==> src/sli_consts.svh <==
/*
  Constants of the status indicator block: register offsets, field positions,
  reset values and display timing.
  Assumes a 200 MHz system clock and a 10 ms display tick.
*/
`ifndef SLI_CONSTS_SVH
`define SLI_CONSTS_SVH

// ----------------------------------------------------------------
// clock and tick
// ----------------------------------------------------------------
`define SLI_CLK_MHZ        200
`define SLI_TICK_MS        10
`define SLI_TICK_CYC       (`SLI_TICK_MS * 1000 * `SLI_CLK_MHZ)

// ----------------------------------------------------------------
// display times in ms, and in ticks
// ----------------------------------------------------------------
`define SLI_NS_PULSE_MS    1000
`define SLI_AB_ON_MS       200
`define SLI_AB_OFF_MS      300
`define SLI_AB_GAP_MS      1500
`define SLI_SIM_STEP_MS    500
`define SLI_ACT_HOLD_MS    100
`define SLI_NS_PULSE_TK    8'(`SLI_NS_PULSE_MS / `SLI_TICK_MS)
`define SLI_AB_ON_TK       8'(`SLI_AB_ON_MS / `SLI_TICK_MS)
`define SLI_AB_OFF_TK      8'(`SLI_AB_OFF_MS / `SLI_TICK_MS)
`define SLI_AB_GAP_TK      8'(`SLI_AB_GAP_MS / `SLI_TICK_MS)
`define SLI_SIM_STEP_TK    8'(`SLI_SIM_STEP_MS / `SLI_TICK_MS)
`define SLI_ACT_HOLD_TK    8'(`SLI_ACT_HOLD_MS / `SLI_TICK_MS)

// blink phases taken from bits of a free-running tick counter
`define SLI_BLINK_BIT      4
`define SLI_ACT_BIT        2

// ----------------------------------------------------------------
// registers
// ----------------------------------------------------------------
`define SLI_CTRL_OFF       12'h000
`define SLI_STAT_OFF       12'h004
`define SLI_CTRL_RST       3'h0
`define SLI_CTRL_SIM       0
`define SLI_CTRL_REMOTE    1
`define SLI_CTRL_ARST      2

`endif

==> src/sli_pkg.sv <==
/*
  Types of the status indicator block.
  Assumes nothing beyond a SystemVerilog compiler.
*/
package sli_pkg;

  typedef enum logic [3:0] {
    PM_NORM  = 4'b0001,
    PM_SIM   = 4'b0010,
    PM_ALARM = 4'b0100,
    PM_INFO  = 4'b1000
  } sli_pa_mode_e;

  typedef enum logic [2:0] {
    AB_ON  = 3'b001,
    AB_OFF = 3'b010,
    AB_GAP = 3'b100
  } sli_ab_state_e;

endpackage

==> src/sli_tick_div.sv <==
/*
  Divider giving a one-cycle display tick every TICK_CYC clocks.
  Assumes one clock and an asynchronous active-low reset.
*/
`timescale 1ns/1ps
`default_nettype none

module sli_tick_div import sli_pkg::*; #(
  parameter int unsigned TICK_CYC = 2000000
) (
  // clock and reset
  input  wire logic clk_i,
  input  wire logic arst_n_i,
  // tick
  output logic      tick_o
);

  logic [31:0] cnt;
  logic [31:0] next_cnt;
  logic        next_tick;

  always_comb begin
    next_tick = 1'b0;
    next_cnt  = cnt + 32'h1;
    if (cnt >= 32'(TICK_CYC - 1)) begin
      next_cnt  = 32'h0;
      next_tick = 1'b1;
    end
  end

  always_ff @(posedge clk_i or negedge arst_n_i) begin
    if (!arst_n_i) begin
      cnt    <= 32'h0;
      tick_o <= 1'b0;
    end else begin
      cnt    <= next_cnt;
      tick_o <= next_tick;
    end
  end
endmodule
`default_nettype wire

==> src/sli_pulse_timer.sv <==
/*
  Retriggerable pulse stretcher counting display ticks.
  Assumes trig_i and tick_i are on clk_i.
*/
`timescale 1ns/1ps
`default_nettype none

module sli_pulse_timer import sli_pkg::*; (
  // clock and reset
  input  wire logic       clk_i,
  input  wire logic       arst_n_i,
  // control
  input  wire logic       tick_i,
  input  wire logic       trig_i,
  input  wire logic [7:0] len_i,
  // state
  output logic            active_o
);

  logic [7:0] cnt;
  logic [7:0] next_cnt;

  always_comb begin
    next_cnt = cnt;
    if (trig_i) begin
      next_cnt = len_i;
    end else if (tick_i && cnt != 8'h0) begin
      next_cnt = cnt - 8'h1;
    end
  end

  always_ff @(posedge clk_i or negedge arst_n_i) begin
    if (!arst_n_i) begin
      cnt <= 8'h0;
    end else begin
      cnt <= next_cnt;
    end
  end

  assign active_o = (cnt != 8'h0);
endmodule
`default_nettype wire

==> src/sli_status_led.sv <==
/*
  Front-panel status indicator logic: power/alarm, module state,
  network state and link/activity, with an APB register slave.
  Assumes all event inputs come from logic on clk_i, one clock.
*/
`include "sli_consts.svh"
`timescale 1ns/1ps
`default_nettype none

module sli_status_led import sli_pkg::*; #(
  parameter int unsigned TICK_CYC = `SLI_TICK_CYC
) (
  // clock and reset
  input  wire logic        clk_i,
  input  wire logic        arst_n_i,
  // apb slave
  input  wire logic        psel_i,
  input  wire logic        penable_i,
  input  wire logic        pwrite_i,
  input  wire logic [11:0] paddr_i,
  input  wire logic [31:0] pwdata_i,
  output logic [31:0]      prdata_o,
  output logic             pready_o,
  output logic             pslverr_o,
  // status events
  input  wire logic        alarm_i,
  input  wire logic [3:0]  alarm_code_i,
  input  wire logic        info_i,
  input  wire logic        cfg_corrupt_i,
  input  wire logic        internal_err_i,
  input  wire logic        tcp_conn_evt_i,
  input  wire logic        frame_ok_i,
  input  wire logic        frame_err_i,
  input  wire logic        link_up_i,
  input  wire logic        eth_traffic_i,
  // indicators
  output logic             pa_green_o,
  output logic             pa_red_o,
  output logic             pa_blue_o,
  output logic             ms_green_o,
  output logic             ms_red_o,
  output logic             ns_green_o,
  output logic             ns_red_o,
  output logic             link_act_o
);

  // ----------------------------------------------------------------
  // tick and stretchers
  // ----------------------------------------------------------------
  logic tick;
  logic ns_green_act;
  logic ns_red_act;
  logic traffic_act;

  sli_tick_div #(.TICK_CYC(TICK_CYC)) u_tick (
    .clk_i    (clk_i),
    .arst_n_i (arst_n_i),
    .tick_o   (tick)
  );

  sli_pulse_timer u_ns_green (
    .clk_i    (clk_i),
    .arst_n_i (arst_n_i),
    .tick_i   (tick),
    .trig_i   (tcp_conn_evt_i | frame_ok_i),
    .len_i    (`SLI_NS_PULSE_TK),
    .active_o (ns_green_act)
  );

  sli_pulse_timer u_ns_red (
    .clk_i    (clk_i),
    .arst_n_i (arst_n_i),
    .tick_i   (tick),
    .trig_i   (frame_err_i),
    .len_i    (`SLI_NS_PULSE_TK),
    .active_o (ns_red_act)
  );

  // traffic seen recently counts as activity
  sli_pulse_timer u_traffic (
    .clk_i    (clk_i),
    .arst_n_i (arst_n_i),
    .tick_i   (tick),
    .trig_i   (eth_traffic_i & link_up_i),
    .len_i    (`SLI_ACT_HOLD_TK),
    .active_o (traffic_act)
  );

  // ----------------------------------------------------------------
  // registers and latched conditions
  // ----------------------------------------------------------------
  logic [2:0]  ctrl;
  logic        alarm_act;
  logic [3:0]  alarm_code;
  logic        int_err;
  logic        wr_ack;
  logic        rd_ack;
  logic        arst_pulse;
  logic [2:0]  next_ctrl;
  logic        next_alarm_act;
  logic [3:0]  next_alarm_code;
  logic        next_int_err;
  logic        next_pready;
  logic        next_pslverr;
  logic [31:0] next_prdata;
  logic        addr_ok;

  assign wr_ack     = psel_i & penable_i & pready_o & pwrite_i;
  assign rd_ack     = psel_i & penable_i & ~pready_o & ~pwrite_i;
  assign addr_ok    = (paddr_i == `SLI_CTRL_OFF) | (paddr_i == `SLI_STAT_OFF);
  assign arst_pulse = wr_ack & (paddr_i == `SLI_CTRL_OFF) & pwdata_i[`SLI_CTRL_ARST];

  always_comb begin
    next_ctrl       = ctrl;
    next_alarm_act  = alarm_act;
    next_alarm_code = alarm_code;
    next_int_err    = int_err | internal_err_i;
    next_pready     = psel_i & penable_i & ~pready_o;
    next_pslverr    = psel_i & penable_i & ~pready_o & ~addr_ok;
    next_prdata     = 32'h0;
    if (wr_ack && paddr_i == `SLI_CTRL_OFF) begin
      next_ctrl                = pwdata_i[2:0];
      next_ctrl[`SLI_CTRL_ARST] = 1'b0;
    end
    if (arst_pulse) begin
      next_alarm_act = 1'b0;
    end
    // a new alarm in the clearing cycle wins
    if (alarm_i) begin
      next_alarm_act  = 1'b1;
      next_alarm_code = alarm_code_i;
    end
    if (rd_ack && paddr_i == `SLI_CTRL_OFF) begin
      next_prdata = {29'h0, ctrl};
    end else if (rd_ack && paddr_i == `SLI_STAT_OFF) begin
      next_prdata = {18'h0, link_act_o, ns_red_o, ns_green_o, ms_red_o, ms_green_o,
                     pa_blue_o, pa_red_o, pa_green_o, int_err, alarm_act, alarm_code};
    end
  end

  always_ff @(posedge clk_i or negedge arst_n_i) begin
    if (!arst_n_i) begin
      ctrl       <= `SLI_CTRL_RST;
      alarm_act  <= 1'b0;
      alarm_code <= 4'h0;
      int_err    <= 1'b0;
      pready_o   <= 1'b0;
      pslverr_o  <= 1'b0;
      prdata_o   <= 32'h0;
    end else begin
      ctrl       <= next_ctrl;
      alarm_act  <= next_alarm_act;
      alarm_code <= next_alarm_code;
      int_err    <= next_int_err;
      pready_o   <= next_pready;
      pslverr_o  <= next_pslverr;
      prdata_o   <= next_prdata;
    end
  end

  // ----------------------------------------------------------------
  // power/alarm mode and blink sequencer
  // ----------------------------------------------------------------
  sli_pa_mode_e  pa_mode;
  sli_pa_mode_e  next_pa_mode;
  sli_ab_state_e ab_state;
  sli_ab_state_e next_ab_state;
  logic [7:0]    phase_cnt;
  logic [7:0]    next_phase_cnt;
  logic [3:0]    blink_n;
  logic [3:0]    next_blink_n;
  logic [1:0]    sim_step;
  logic [1:0]    next_sim_step;
  logic [3:0]    blinks;
  logic [7:0]    phase_len;

  // code zero still gives one countable blink
  assign blinks = (alarm_code == 4'h0) ? 4'h1 : alarm_code;

  always_comb begin
    if (ctrl[`SLI_CTRL_SIM]) begin
      next_pa_mode = PM_SIM;
    end else if (alarm_act) begin
      next_pa_mode = PM_ALARM;
    end else if (info_i || ctrl[`SLI_CTRL_REMOTE]) begin
      next_pa_mode = PM_INFO;
    end else begin
      next_pa_mode = PM_NORM;
    end
  end

  always_comb begin
    unique case (ab_state)
      AB_ON:   phase_len = `SLI_AB_ON_TK;
      AB_OFF:  phase_len = `SLI_AB_OFF_TK;
      AB_GAP:  phase_len = `SLI_AB_GAP_TK;
      default: phase_len = `SLI_AB_ON_TK;
    endcase
    if (pa_mode == PM_SIM) begin
      phase_len = `SLI_SIM_STEP_TK;
    end
  end

  always_comb begin
    next_ab_state  = ab_state;
    next_phase_cnt = phase_cnt;
    next_blink_n   = blink_n;
    next_sim_step  = sim_step;
    if (next_pa_mode != pa_mode) begin
      // the alarm and simulation patterns restart from their first phase; the info blink runs on slow_cnt
      next_ab_state  = AB_ON;
      next_phase_cnt = 8'h0;
      next_blink_n   = 4'h0;
      next_sim_step  = 2'h0;
    end else if (tick && (pa_mode == PM_SIM || pa_mode == PM_ALARM)) begin
      next_phase_cnt = phase_cnt + 8'h1;
      if (phase_cnt >= phase_len - 8'h1) begin
        next_phase_cnt = 8'h0;
        if (pa_mode == PM_SIM) begin
          next_sim_step = sim_step + 2'h1;
        end else begin
          unique case (ab_state)
            AB_ON: begin
              next_ab_state = AB_OFF;
            end
            AB_OFF: begin
              if (blink_n + 4'h1 >= blinks) begin
                next_ab_state = AB_GAP;
                next_blink_n  = 4'h0;
              end else begin
                next_ab_state = AB_ON;
                next_blink_n  = blink_n + 4'h1;
              end
            end
            AB_GAP: begin
              next_ab_state = AB_ON;
            end
            default: begin
              next_ab_state = AB_ON;
            end
          endcase
        end
      end
    end
  end

  always_ff @(posedge clk_i or negedge arst_n_i) begin
    if (!arst_n_i) begin
      pa_mode   <= PM_NORM;
      ab_state  <= AB_ON;
      phase_cnt <= 8'h0;
      blink_n   <= 4'h0;
      sim_step  <= 2'h0;
    end else begin
      pa_mode   <= next_pa_mode;
      ab_state  <= next_ab_state;
      phase_cnt <= next_phase_cnt;
      blink_n   <= next_blink_n;
      sim_step  <= next_sim_step;
    end
  end

  // ----------------------------------------------------------------
  // indicator outputs
  // ----------------------------------------------------------------
  logic [7:0] slow_cnt;
  logic [7:0] next_slow_cnt;
  logic [7:0] next_led;

  always_comb begin
    next_slow_cnt = tick ? slow_cnt + 8'h1 : slow_cnt;
    next_led      = 8'h0;
    // {pa_g, pa_r, pa_b, ms_g, ms_r, ns_g, ns_r, la}
    unique case (pa_mode)
      PM_NORM:  next_led[7] = 1'b1;
      PM_ALARM: next_led[6] = (ab_state == AB_ON);
      PM_INFO:  next_led[5] = slow_cnt[`SLI_BLINK_BIT];
      PM_SIM: begin
        next_led[7] = sim_step == 2'h0 || sim_step == 2'h2;
        next_led[6] = sim_step == 2'h1 || sim_step == 2'h2;
      end
      default: next_led[7] = 1'b1;
    endcase
    if (int_err) begin
      next_led[3] = 1'b1;
    end else if (cfg_corrupt_i) begin
      next_led[3] = slow_cnt[`SLI_BLINK_BIT];
    end else begin
      next_led[4] = 1'b1;
    end
    next_led[1] = ns_red_act;
    next_led[2] = ns_green_act & ~ns_red_act;
    if (link_up_i) begin
      next_led[0] = traffic_act ? slow_cnt[`SLI_ACT_BIT] : 1'b1;
    end
  end

  always_ff @(posedge clk_i or negedge arst_n_i) begin
    if (!arst_n_i) begin
      slow_cnt <= 8'h0;
      {pa_green_o, pa_red_o, pa_blue_o, ms_green_o, ms_red_o, ns_green_o, ns_red_o, link_act_o} <= 8'h0;
    end else begin
      slow_cnt <= next_slow_cnt;
      {pa_green_o, pa_red_o, pa_blue_o, ms_green_o, ms_red_o, ns_green_o, ns_red_o, link_act_o} <= next_led;
    end
  end
endmodule
`default_nettype wire

==> config.mk <==
export PLATFORM = sky130hd
export DESIGN_NAME = sli_status_led
export DESIGN_NICKNAME = d
export VERILOG_FILES = /design/src/sli_pkg.sv /design/src/sli_tick_div.sv /design/src/sli_pulse_timer.sv /design/src/sli_status_led.sv
export VERILOG_INCLUDE_DIRS = /design/src /design/src/src
export SDC_FILE = /design/constraint.sdc
export NUM_CORES = 1
export LEC_CHECK = 0
export ABC_CLOCK_PERIOD_IN_PS = 4700
export BUFFER_PORTS_ARGS = -buffer_cell sky130_fd_sc_hd__buf_2
export CAP_MARGIN = 20
export CELL_PAD_IN_SITES_DETAIL_PLACEMENT = 0
export CELL_PAD_IN_SITES_GLOBAL_PLACEMENT = 1
export CORE_ASPECT_RATIO = 0.9
export CORE_MARGIN = 1.5
export CORE_UTILIZATION = 45
export CTS_CLUSTER_SIZE = 8
export DETAILED_ROUTE_END_ITERATION = 6
export PLACE_DENSITY_LB_ADDON = 0.3
export SLEW_MARGIN = 25
export SYNTH_ARGS = -nofsm -noshare
export SYNTH_HDL_FRONTEND = slang
export SYNTH_SLANG_ARGS = --single-unit
==> constraint.sdc <==
create_clock -name clk_i -period 4.7 [get_ports clk_i]
set_clock_uncertainty 0.1 [all_clocks]
set_input_delay 0.47 -clock clk_i [delete_from_list [all_inputs] [get_ports clk_i]]
set_output_delay 0.47 -clock clk_i [all_outputs]
set_load 0.02 [all_outputs]
==> impl_metrics.env, run 1 <==
export IMPL_post_cts_buffers=0
export IMPL_path_clk_slew_ns=0.05
export IMPL_place_gp_congestion=0.7698
export IMPL_crit_fanout=15
export IMPL_antennaDiodeCount=0
export IMPL_cp_cell_sequence="nor4b_1, buf_4, nor2_1, o21ai_0, ha_1, nand2_1, o21ai_1, a21oi_2, or4_1, a21oi_1"
export IMPL_fp_row_count=38
export IMPL_final_cells=782
export IMPL_setup_viol=0
export IMPL_hold_viol=8
export IMPL_slew_viol_final=0
export IMPL_antenna_found_initial=0
export IMPL_grt_max_degree=82
export IMPL_async_flop_share_pct=100.0
export IMPL_synth_flop_cell="dfrtp_1"
export IMPL_yosys_area_top_type_share_pct=51.62
export IMPL_cp_slowest_cell="dfstp_2"
export IMPL_tns_ns=0
export IMPL_synth_edf_count=0
export IMPL_synth_cell_types=54
export IMPL_avgRoutedWirePerCell_um=13.27
export IMPL_syn_to_final_growth_pct=18.20
export IMPL_wl_um=10380
export IMPL_min_period_ns=3.194
export IMPL_cts_tree="done"
export IMPL_avgSynthCellArea_um2=10.26
export IMPL_dieArea_um2=12850
export IMPL_grt_ovfl_total=0
export IMPL_crit_buf_inv=1
export IMPL_synth_area_um2=5478
export IMPL_crit_type="register to register"
export IMPL_grt_pass1_vias=3894
export IMPL_ir_drop_uv=269.5
export IMPL_core_um2=11980
export IMPL_cts_buffers=17
export IMPL_cts_resized=0
export IMPL_synthTopCellsByArea="dfrtp_1 (52%), ha_1 (4.8%), nor2_1 (4.5%)"
export IMPL_violations="negative hold slack"
export IMPL_fin_nets=692
export IMPL_cts_buffer_depth=2
export IMPL_antenna_left=0
export IMPL_viasPerCell=5.041
export IMPL_r2r_slack_ns=1.51
export IMPL_hpwl_um=7038
export IMPL_max_freq_mhz=313.1
export IMPL_drc=0
export IMPL_leakage_nw=2.954
export IMPL_ys_ff_latch=115
export IMPL_crit_family="compound AO/OA/AOI/OAI gates"
export IMPL_ys_warn_count=0
export IMPL_rsz0062_at_grt="no"
export IMPL_powerDensity_nw_per_um2=467.9
export IMPL_vias=3942
export IMPL_worst_setup_path_end_kind="register"
export IMPL_cp_start_kind="register"
export IMPL_hp_class="primary input to async pin"
export IMPL_h_tree_depth=4
export IMPL_dpl_cell_count=750
export IMPL_io_pins=104
export IMPL_final_area_um2=6475
export IMPL_clock_latency_ns=0.40
export IMPL_yosysMostFrequentCell="dfrtp_1"
export IMPL_dr_pass1_iters=4
export IMPL_grt_usage_pct=17.83
export IMPL_placed_cell_area_um2=5897
export IMPL_die_width_um=119.3
export IMPL_required_ns=4.91
export IMPL_finalCritPeriodShare_pct=67.95
export IMPL_synth_common_cells="dfrtp_1 (113), nor2_1 (65), nand2_1 (37)"
export IMPL_drt_first_iter_violations=208
export IMPL_worst_pin_slew_ns=0.7230
export IMPL_io_buffers=56
export IMPL_synth_area_leader_cell="dfrtp_1"
export IMPL_synth_cells=534
export IMPL_power_mw=3.030
export IMPL_yosysSeqAreaShare_pct=52.58
export IMPL_worst_slew_margin_rel_pct=51.80
export IMPL_die_h_um=107.7
export IMPL_postCtsHoldBufs=0
export IMPL_grt_pass1_wl_um=18140
export IMPL_cts_sinks=115
export IMPL_hold_ws_ns=-0.006955
export IMPL_critical_path_max_stage_delay_ns=0.59
export IMPL_critPathArrivalTime_ns=3.40
export IMPL_status="finished with violations"
export IMPL_ctsRootBufferMaster="clkbuf_16"
export IMPL_maxCapViolCount=0
export IMPL_initial_core_util_pct=45.72
export IMPL_drive_above_1_share_pct=17.68
-- layer usage --
| metal | vias to the layer above | wire (um) | part of all wire [%] | track usage [%] |
|---|---|---|---|---|
| met2 | 79 | 4788 | 46 | 28.61 |
| met1 | 1901 | 5131 | 49 | 23.48 |
| met3 | 4 | 402 | 3.9 | 4.184 |
| met5 | - | 0 | 0 | 0 |
| li1 | 1958 | - | - | - |
| met4 | 0 | 53 | 0.51 | 7.228 |
-- power breakdown --
group | switching (mW) | internal [mW] | leakage, nW
Sequential | 0.110 | 1.11 | 1.47
Clock | 0.464 | 0.744 | 0.269
Combinational | 0.347 | 0.257 | 1.22
Total | 0.921 | 2.11 | 2.95
-- cell type report --
type / count / area (um2)
clock buffers: 18 / 439.2
clock inverters: 14 / 131.4
fillers: 1085 / 5507
inverters: 17 / 63.81
multi-input cells: 399 / 2451
flip-flops and latches: 115 / 2880
well taps: 160 / 200.2
repair buffers: 59 / 309.0
-- path summary, 6_finish.rpt --
path / startpoint / to / depth (start not counted)
max: pa_mode[0]$_DFF_PN1_ / ab_state[2]$_DFFE_PN0P_ / 10
min: arst_n_i / prdata_o[3]$_DFF_PN0_ / 1
max reg2reg: pa_mode[0]$_DFF_PN1_ / ab_state[2]$_DFFE_PN0P_ / 10
min reg2reg: pa_red_o$_DFF_PN0_ / prdata_o[7]$_DFF_PN0_ / 1
max in group asynchronous: arst_n_i / ms_green_o$_DFF_PN0_ / 2
min in group clk_i: cfg_corrupt_i / ms_green_o$_DFF_PN0_ / 2
-- sequential cells by signal (all words and copies together) (netlist names), 2 cells and up --
register / count
ab_state: 3
alarm_code: 4
blink_n: 4
ctrl: 2
pa_mode: 4
phase_cnt: 8
prdata_o: 14
sim_step: 2
slow_cnt: 5
u_ns_green.cnt: 8
u_ns_red.cnt: 8
u_tick.cnt: 32
u_traffic.cnt: 8
-- kinds of logic after synthesis --
group | after synthesis | synth area share (%)
xor gates and xnor gates | 46 | 7.355
other | 1 | 0.06846
muxes | 7 | 1.393
DFF | 115 | 52.58
adders and majority gates | 21 | 4.797
AOI/OAI and AO/OA | 77 | 8.726
buffers and inverters | 49 | 4.728
and+or+nand+nor | 218 | 20.35
-- cells in the final DEF, fill, tap and decap left out, types with 3 or more instances in the layout --
cell type,netlist,final
dfrtp_1,113,113
nor2_1,65,65
buf_2,6,55
nand2_1,37,37
conb_1,1,30
a21oi_1,30,29
xor2_1,24,24
xnor2_1,22,22
ha_1,21,21
o21ai_0,20,19
nand3_1,19,19
inv_1,17,17
clkbuf_16,0,17
nor3_1,15,15
and2_1,13,13
nand4_1,11,11
nor4_1,10,10
nor2b_1,8,8
or4_1,7,7
a211oi_1,7,7
and3_1,5,5
mux2_2,5,5
or3_1,5,5
nand4b_1,5,5
clkinv_4,0,5
clkinvlp_4,0,4
nor3b_1,3,3
nand3b_1,3,3
nand2b_1,3,3
buf_4,18,3
-- through the flow --
stage / hold slack (ns) / worst slack (ns) / util [%]
global placement: 0.3490 / 1.457 / 49.22
floorplan: 0.07441 / 1.741 / -
detailed placement: 0.3617 / 1.359 / 49.22
finish: -0.006955 / 1.506 / 54.04
global route: 0.05222 / 1.294 / 54.04
CTS: 0.1191 / 1.331 / 53.98
Power figures use the tool's default switching activity.
==> run 2, diff against run 1 <==
--- a/config.mk
+++ b/config.mk
@@ -6,14 +6,14 @@
 export SDC_FILE = /design/constraint.sdc
 export NUM_CORES = 1
 export LEC_CHECK = 0
-export ABC_CLOCK_PERIOD_IN_PS = 4700
+export ABC_CLOCK_PERIOD_IN_PS = 2600
 export BUFFER_PORTS_ARGS = -buffer_cell sky130_fd_sc_hd__buf_2
 export CAP_MARGIN = 20
 export CELL_PAD_IN_SITES_DETAIL_PLACEMENT = 0
 export CELL_PAD_IN_SITES_GLOBAL_PLACEMENT = 1
 export CORE_ASPECT_RATIO = 0.9
 export CORE_MARGIN = 1.5
-export CORE_UTILIZATION = 45
+export CORE_UTILIZATION = 39
 export CTS_CLUSTER_SIZE = 8
 export DETAILED_ROUTE_END_ITERATION = 6
 export PLACE_DENSITY_LB_ADDON = 0.3
==> constraint.sdc (replaced) <==
create_clock -name clk_i -period 2.6 [get_ports clk_i]
set_clock_uncertainty 0.1 [all_clocks]
set_input_delay 0.26 -clock clk_i [delete_from_list [all_inputs] [get_ports clk_i]]
set_output_delay 0.26 -clock clk_i [all_outputs]
set_load 0.02 [all_outputs]
==> run 2 against run 1 <==
The flow now finishes without violations. Core utilization shrank 2.9 points. Critical path depth shrank 2. Global-route usage shrank 1.6 points. Sequential cell count is the same. Non-clock buffer count grew 41. Count of clock-buffer cells in the layout grew 5. Via count grew 5.1%.
==> impl_metrics.env, run 2 (same netlist as run 1, synthesis figures left out) <==
export IMPL_crit_fanout=4
export IMPL_dieArea_um2=14770
export IMPL_grt_pass1_vias=4026
export IMPL_path_clk_slew_ns=0.05
export IMPL_initial_core_util_pct=40.54
export IMPL_grt_max_degree=42
export IMPL_reg_largest_list="u_tick.cnt: 32 flops, prdata_o: 14 flops"
export IMPL_largest_register="u_tick.cnt"
export IMPL_h_tree_depth=4
export IMPL_hold_viol=0
export IMPL_crit_type="register to register"
export IMPL_fp_row_count=40
export IMPL_drive_above_1_share_pct=22.32
export IMPL_syn_to_final_growth_pct=26.06
export IMPL_dpl_worst_slack_ns=0.03538
export IMPL_ctsRootBufferMaster="clkbuf_16"
export IMPL_leakage_nw=3.151
export IMPL_io_buffers=56
export IMPL_status="completed"
export IMPL_drt_first_iter_violations=223
export IMPL_switching_power_mw=1.692
export IMPL_place_gp_congestion=0.8194
export IMPL_grt_pass1_wl_um=18820
export IMPL_p_int_mw=4.002
export IMPL_cp_start_kind="register"
export IMPL_avgRoutedWirePerCell_um=13.19
export IMPL_antenna_found_initial=0
export IMPL_antenna_left=0
export IMPL_die_h_um=115.4
export IMPL_fin_nets=733
export IMPL_min_period_ns=2.526
export IMPL_io_pins=104
export IMPL_rsz0062_at_grt="yes"
export IMPL_worst_pin_slew_ns=0.6548
export IMPL_worst_slew_margin_rel_pct=56.01
export IMPL_cts_tree="done"
export IMPL_hpwl_um=7615
export IMPL_placed_cell_area_um2=6097
export IMPL_setup_viol=0
export IMPL_ir_drop_uv=498.4
export IMPL_worst_setup_path_end_kind="register"
export IMPL_final_common_cell="dfrtp_1"
export IMPL_finalCritPeriodShare_pct=97.14
export IMPL_swShare_pct=29.71
export IMPL_grt_ovfl_total=0
export IMPL_grt_usage_pct=16.26
export IMPL_vias=4143
export IMPL_hp_class="primary input to register"
export IMPL_sequentialPowerShare_pct=38.8
export IMPL_mostFrequentLayoutCells="dfrtp_1 (113), nor2_1 (64), buf_2 (55)"
export IMPL_antennaDiodeCount=0
export IMPL_clock_latency_ns=0.41
export IMPL_required_ns=2.83
export IMPL_wl_um=10960
export IMPL_core_um2=13510
export IMPL_combPwrFrac_pct=24.4
export IMPL_viasPerCell=4.986
export IMPL_final_area_um2=6905
export IMPL_max_freq_mhz=395.9
export IMPL_largest_reg_flops=32
export IMPL_hold_ws_ns=0.02307
export IMPL_critPathArrivalTime_ns=2.76
export IMPL_powerDensity_nw_per_um2=824.4
export IMPL_cts_sinks=115
export IMPL_drc=0
export IMPL_cts_buffers=17
export IMPL_finalWorstSetupSlack_ns=0.07440
export IMPL_slew_viol_final=0
export IMPL_maxCapViolCount=0
export IMPL_clock_power_share_pct=36.8
export IMPL_cts_buffer_depth=2
export IMPL_dr_pass1_iters=4
export IMPL_die_width_um=127.9
-- run 2: changes by cell type in the layout (fill, tap and decap cells not counted), moves of 4 or more --
cell,change
buf_4,+24
clkinv_4,-5
dlygate4sd3_1,+16
ha_1,-4
-- run 2: layout make-up --
type                    count  area, um2
well taps                 168      210.2
clock inverters             9      55.05
flip-flops and latches    115       2880
inverters                  17      63.81
repair buffers            100      669.4
multi-input cells         399       2539
fillers                  1201       6608
clock buffers              23      488.0
-- run 2: worst paths after layout --
check                                     startpoint                       endpoint  slack [ns]  cells after the start
min in group asynchronous                   arst_n_i          prdata_o[2]$_DFF_PN0_        0.27                      2
worst min-delay path                         alarm_i      alarm_code[1]$_DFFE_PN0P_        0.02                      2
worst max register to register  pa_mode[2]$_DFF_PN0_       phase_cnt[6]$_DFFE_PN0P_        0.07                      8
max in group asynchronous                   arst_n_i  u_ns_green.cnt[5]$_DFFE_PN0P_        1.46                      3
worst min register to register  ns_green_o$_DFF_PN0_         prdata_o[11]$_DFF_PN0_        0.37                      1
worst max-delay path            pa_mode[2]$_DFF_PN0_       phase_cnt[6]$_DFFE_PN0P_        0.07                      8
-- run 2: per-layer routing --
layer  vias to the layer above  part of all wire [%]  global-route usage [%]
met4                         0                   1.6                   6.891
met3                        17                   4.5                   5.032
li1                       2044                     -                       -
met1                      1994                    48                   21.09
met5                         -                     0                       0
met2                        88                    46                   25.45
-- run 2: through the flow --
stage / util [%] / power (mW) / cells / setup TNS (ns)
after floorplan: - / 3.064 / 563 / 0
after global placement: 45.12 / 3.430 / 777 / 0
after detailed placement: 45.12 / 3.462 / 777 / 0
after CTS: 50.32 / 5.616 / 825 / 0
after global routing: 51.10 / 6.042 / 831 / -0.06840
final: 51.10 / 5.693 / 831 / 0
-- run 2: critical path, cell delays in order (launching register included) --
cell	delay (ns)
dfrtp_1	0.40
nor4b_4	0.38
inv_2	0.12
ha_4	0.17
a211o_1	0.25
a21o_4	0.24
a21o_4	0.19
or4_4	0.41
a31oi_1	0.17
-- run 2: repair_timing --
item / in CTS / in global routing
setup buffers: 0 / 6
resized for setup: 0 / 15
hold endpoints to repair: 51 / 0
hold buffers: 16 / 0
setup endpoints to repair: 0 / 5
-- run 2: power by group through the flow --
stage	sequential (mW)	combinational, mW	clock (mW)
floorplan	2.19	0.879	0
global placement	2.22	1.21	0
detailed placement	2.22	1.24	0
CTS	2.20	1.26	2.16
global route	2.24	1.56	2.24
finish	2.21	1.39	2.10
==> run 3, diff against run 2 <==
--- a/config.mk
+++ b/config.mk
@@ -6,7 +6,7 @@
 export SDC_FILE = /design/constraint.sdc
 export NUM_CORES = 1
 export LEC_CHECK = 0
-export ABC_CLOCK_PERIOD_IN_PS = 2600
+export ABC_CLOCK_PERIOD_IN_PS = 2110
 export BUFFER_PORTS_ARGS = -buffer_cell sky130_fd_sc_hd__buf_2
 export CAP_MARGIN = 20
 export CELL_PAD_IN_SITES_DETAIL_PLACEMENT = 0
==> constraint.sdc (replaced) <==
create_clock -name clk_i -period 2.11 [get_ports clk_i]
set_clock_uncertainty 0.1 [all_clocks]
set_input_delay 0.211 -clock clk_i [delete_from_list [all_inputs] [get_ports clk_i]]
set_output_delay 0.211 -clock clk_i [all_outputs]
set_load 0.02 [all_outputs]
==> run 3 against run 2 <==
The flow now finishes with violations (negative setup slack). Setup slack worse by 0.39 ns. Count of clock-buffer cells in the layout down 2. Total power is 33% higher. Largest cell class unchanged. Largest power group is now the clock network.
==> impl_metrics.env, run 3 (same netlist as run 1, synthesis figures left out) <==
export IMPL_grt_pass1_wl_um=19250
export IMPL_hpwl_um=7750
export IMPL_drc=0
export IMPL_rsz0062_at_grt="yes"
export IMPL_cp_slowest_cell="dfrtp_1"
export IMPL_clock_latency_ns=0.41
export IMPL_placed_cell_area_um2=6252
export IMPL_reg_largest_list="u_tick.cnt: 32 flops, prdata_o: 14 flops"
export IMPL_critical_path_max_stage_delay_ns=0.41
export IMPL_final_common_cell="dfrtp_1"
export IMPL_cts_buffers=17
export IMPL_crit_top_cell="a21o_4"
export IMPL_violations="negative setup slack"
export IMPL_drt_first_iter_violations=180
export IMPL_status="finished with violations"
export IMPL_finalCritPeriodShare_pct=115.0
export IMPL_dieArea_um2=14770
export IMPL_avgRoutedWirePerCell_um=13.29
export IMPL_fp_row_count=40
export IMPL_critPathArrivalTime_ns=2.66
export IMPL_io_pins=104
export IMPL_slew_viol_final=0
export IMPL_largest_register="u_tick.cnt"
export IMPL_fin_nets=756
export IMPL_final_area_um2=7201
export IMPL_hold_path_startpoint="paddr_i[2]"
export IMPL_cts_sinks=115
export IMPL_cts_buffer_depth=2
export IMPL_largest_reg_flops=32
export IMPL_antenna_left=0
export IMPL_dpl_worst_slack_ns=-0.3811
export IMPL_hold_viol=0
export IMPL_die_h_um=115.4
export IMPL_initial_core_util_pct=40.54
export IMPL_antenna_found_initial=0
export IMPL_wl_um=11350
export IMPL_mostFrequentLayoutCells="dfrtp_1 (113), nor2_1 (65), buf_2 (55)"
export IMPL_core_um2=13510
export IMPL_power_mw=7.570
export IMPL_grt_pass1_vias=4129
export IMPL_ir_drop_uv=675.9
export IMPL_finalCoreUtilization_pct=53.29
export IMPL_syn_to_final_growth_pct=31.45
export IMPL_worst_setup_path_end_kind="register"
export IMPL_place_gp_congestion=0.8187
export IMPL_ctsRootBufferMaster="clkbuf_16"
export IMPL_h_tree_depth=4
export IMPL_finalWorstSetupSlack_ns=-0.3173
export IMPL_grt_max_degree=54
export IMPL_max_freq_mhz=412.0
export IMPL_cp_cell_sequence="nor4b_4, inv_2, ha_2, a211o_1, a21o_4, a21o_4, or4_1, a31oi_1"
export IMPL_powerDensity_nw_per_um2=1051
export IMPL_crit_fanout=4
export IMPL_r2r_start="pa_mode[2]$_DFF_PN0_"
export IMPL_die_width_um=127.9
export IMPL_cp_start_kind="register"
export IMPL_io_buffers=56
export IMPL_viasPerCell=4.917
export IMPL_required_ns=2.34
export IMPL_maxCapViolCount=0
export IMPL_path_clk_slew_ns=0.05
export IMPL_grt_usage_pct=16.61
export IMPL_grt_ovfl_total=0
export IMPL_vias=4199
export IMPL_drive_above_1_share_pct=23.47
export IMPL_dr_pass1_iters=4
export IMPL_startpoint="pa_mode[2]$_DFF_PN0_"
export IMPL_antennaDiodeCount=0
export IMPL_hp_class="primary input to register"
export IMPL_setup_viol=17
export IMPL_crit_type="register to register"
export IMPL_cts_tree="done"
export IMPL_leakage_nw=3.297
export IMPL_nFillCells=1218
export IMPL_min_period_ns=2.427
[run 3: metal layers]
layer	vias up	GRT usage (%)	wire, um
met5	-	0	0
met4	0	7.790	137
met3	12	3.509	448
met2	85	27.28	5262
met1	2017	21.24	5501
li1	2085	-	-
[run 3: report_power, final]
part | switching, mW | total, mW | internal [mW]
combinational | 0.919 | 1.86 | 0.945
clock | 1.02 | 3.00 | 1.98
sequential | 0.240 | 2.71 | 2.47
total | 2.17 | 7.57 | 5.40
[run 3: metrics by stage]
step	hold slack, ns	cells	TNS [ns]
2_1_floorplan	-0.1846	563	-5.921
3_5_place_dp	0.03733	796	-5.815
5_1_grt	0.02342	854	-6.457
4_1_cts	0.006736	853	-3.705
3_3_place_gp	0.03308	796	-4.489
6_report	0.02033	854	-3.928
[run 3: final timing paths]
check / endpoint / slack, ns / depth (start not counted)
worst max-delay path: phase_cnt[6]$_DFFE_PN0P_ / -0.32 / 8
worst min-delay path: prdata_o[0]$_DFF_PN0_ / 0.02 / 3
worst max register to register: phase_cnt[6]$_DFFE_PN0P_ / -0.32 / 8
worst min register to register: prdata_o[11]$_DFF_PN0_ / 0.37 / 1
max in group asynchronous: ab_state[0]$_DFFE_PN1P_ / 1.12 / 3
min in group asynchronous: ctrl[1]$_DFFE_PN0P_ / 0.15 / 2
[run 3: cell type report]
| class | instances | area, um2 | area share [%] |
|---|---|---|---|
| clock inverters | 11 | 150.1 | 2.085 |
| clock buffers | 21 | 480.5 | 6.672 |
| well taps | 168 | 210.2 | 2.919 |
| flip-flops and latches | 115 | 2880 | 40.00 |
| inverters | 17 | 63.81 | 0.8862 |
| repair buffers | 123 | 882.1 | 12.25 |
| multi-input cells | 399 | 2534 | 35.19 |
[run 3: what timing repair did]
item	in CTS	in global routing
hold buffers	24	0
pin swaps	14	2
hold endpoints to repair	136	0
buffers inserted	1	1
setup endpoints to repair	17	19
resized for setup	15	3
[run 3: worst max-delay path: cells and delay by family, from the launching register on]
family	cells	cell delay (ns)
fa+ha+maj	1	0.19
flops	1	0.41
compound gates	4	0.80
simple gates	2	0.75
buf+inv	1	0.10
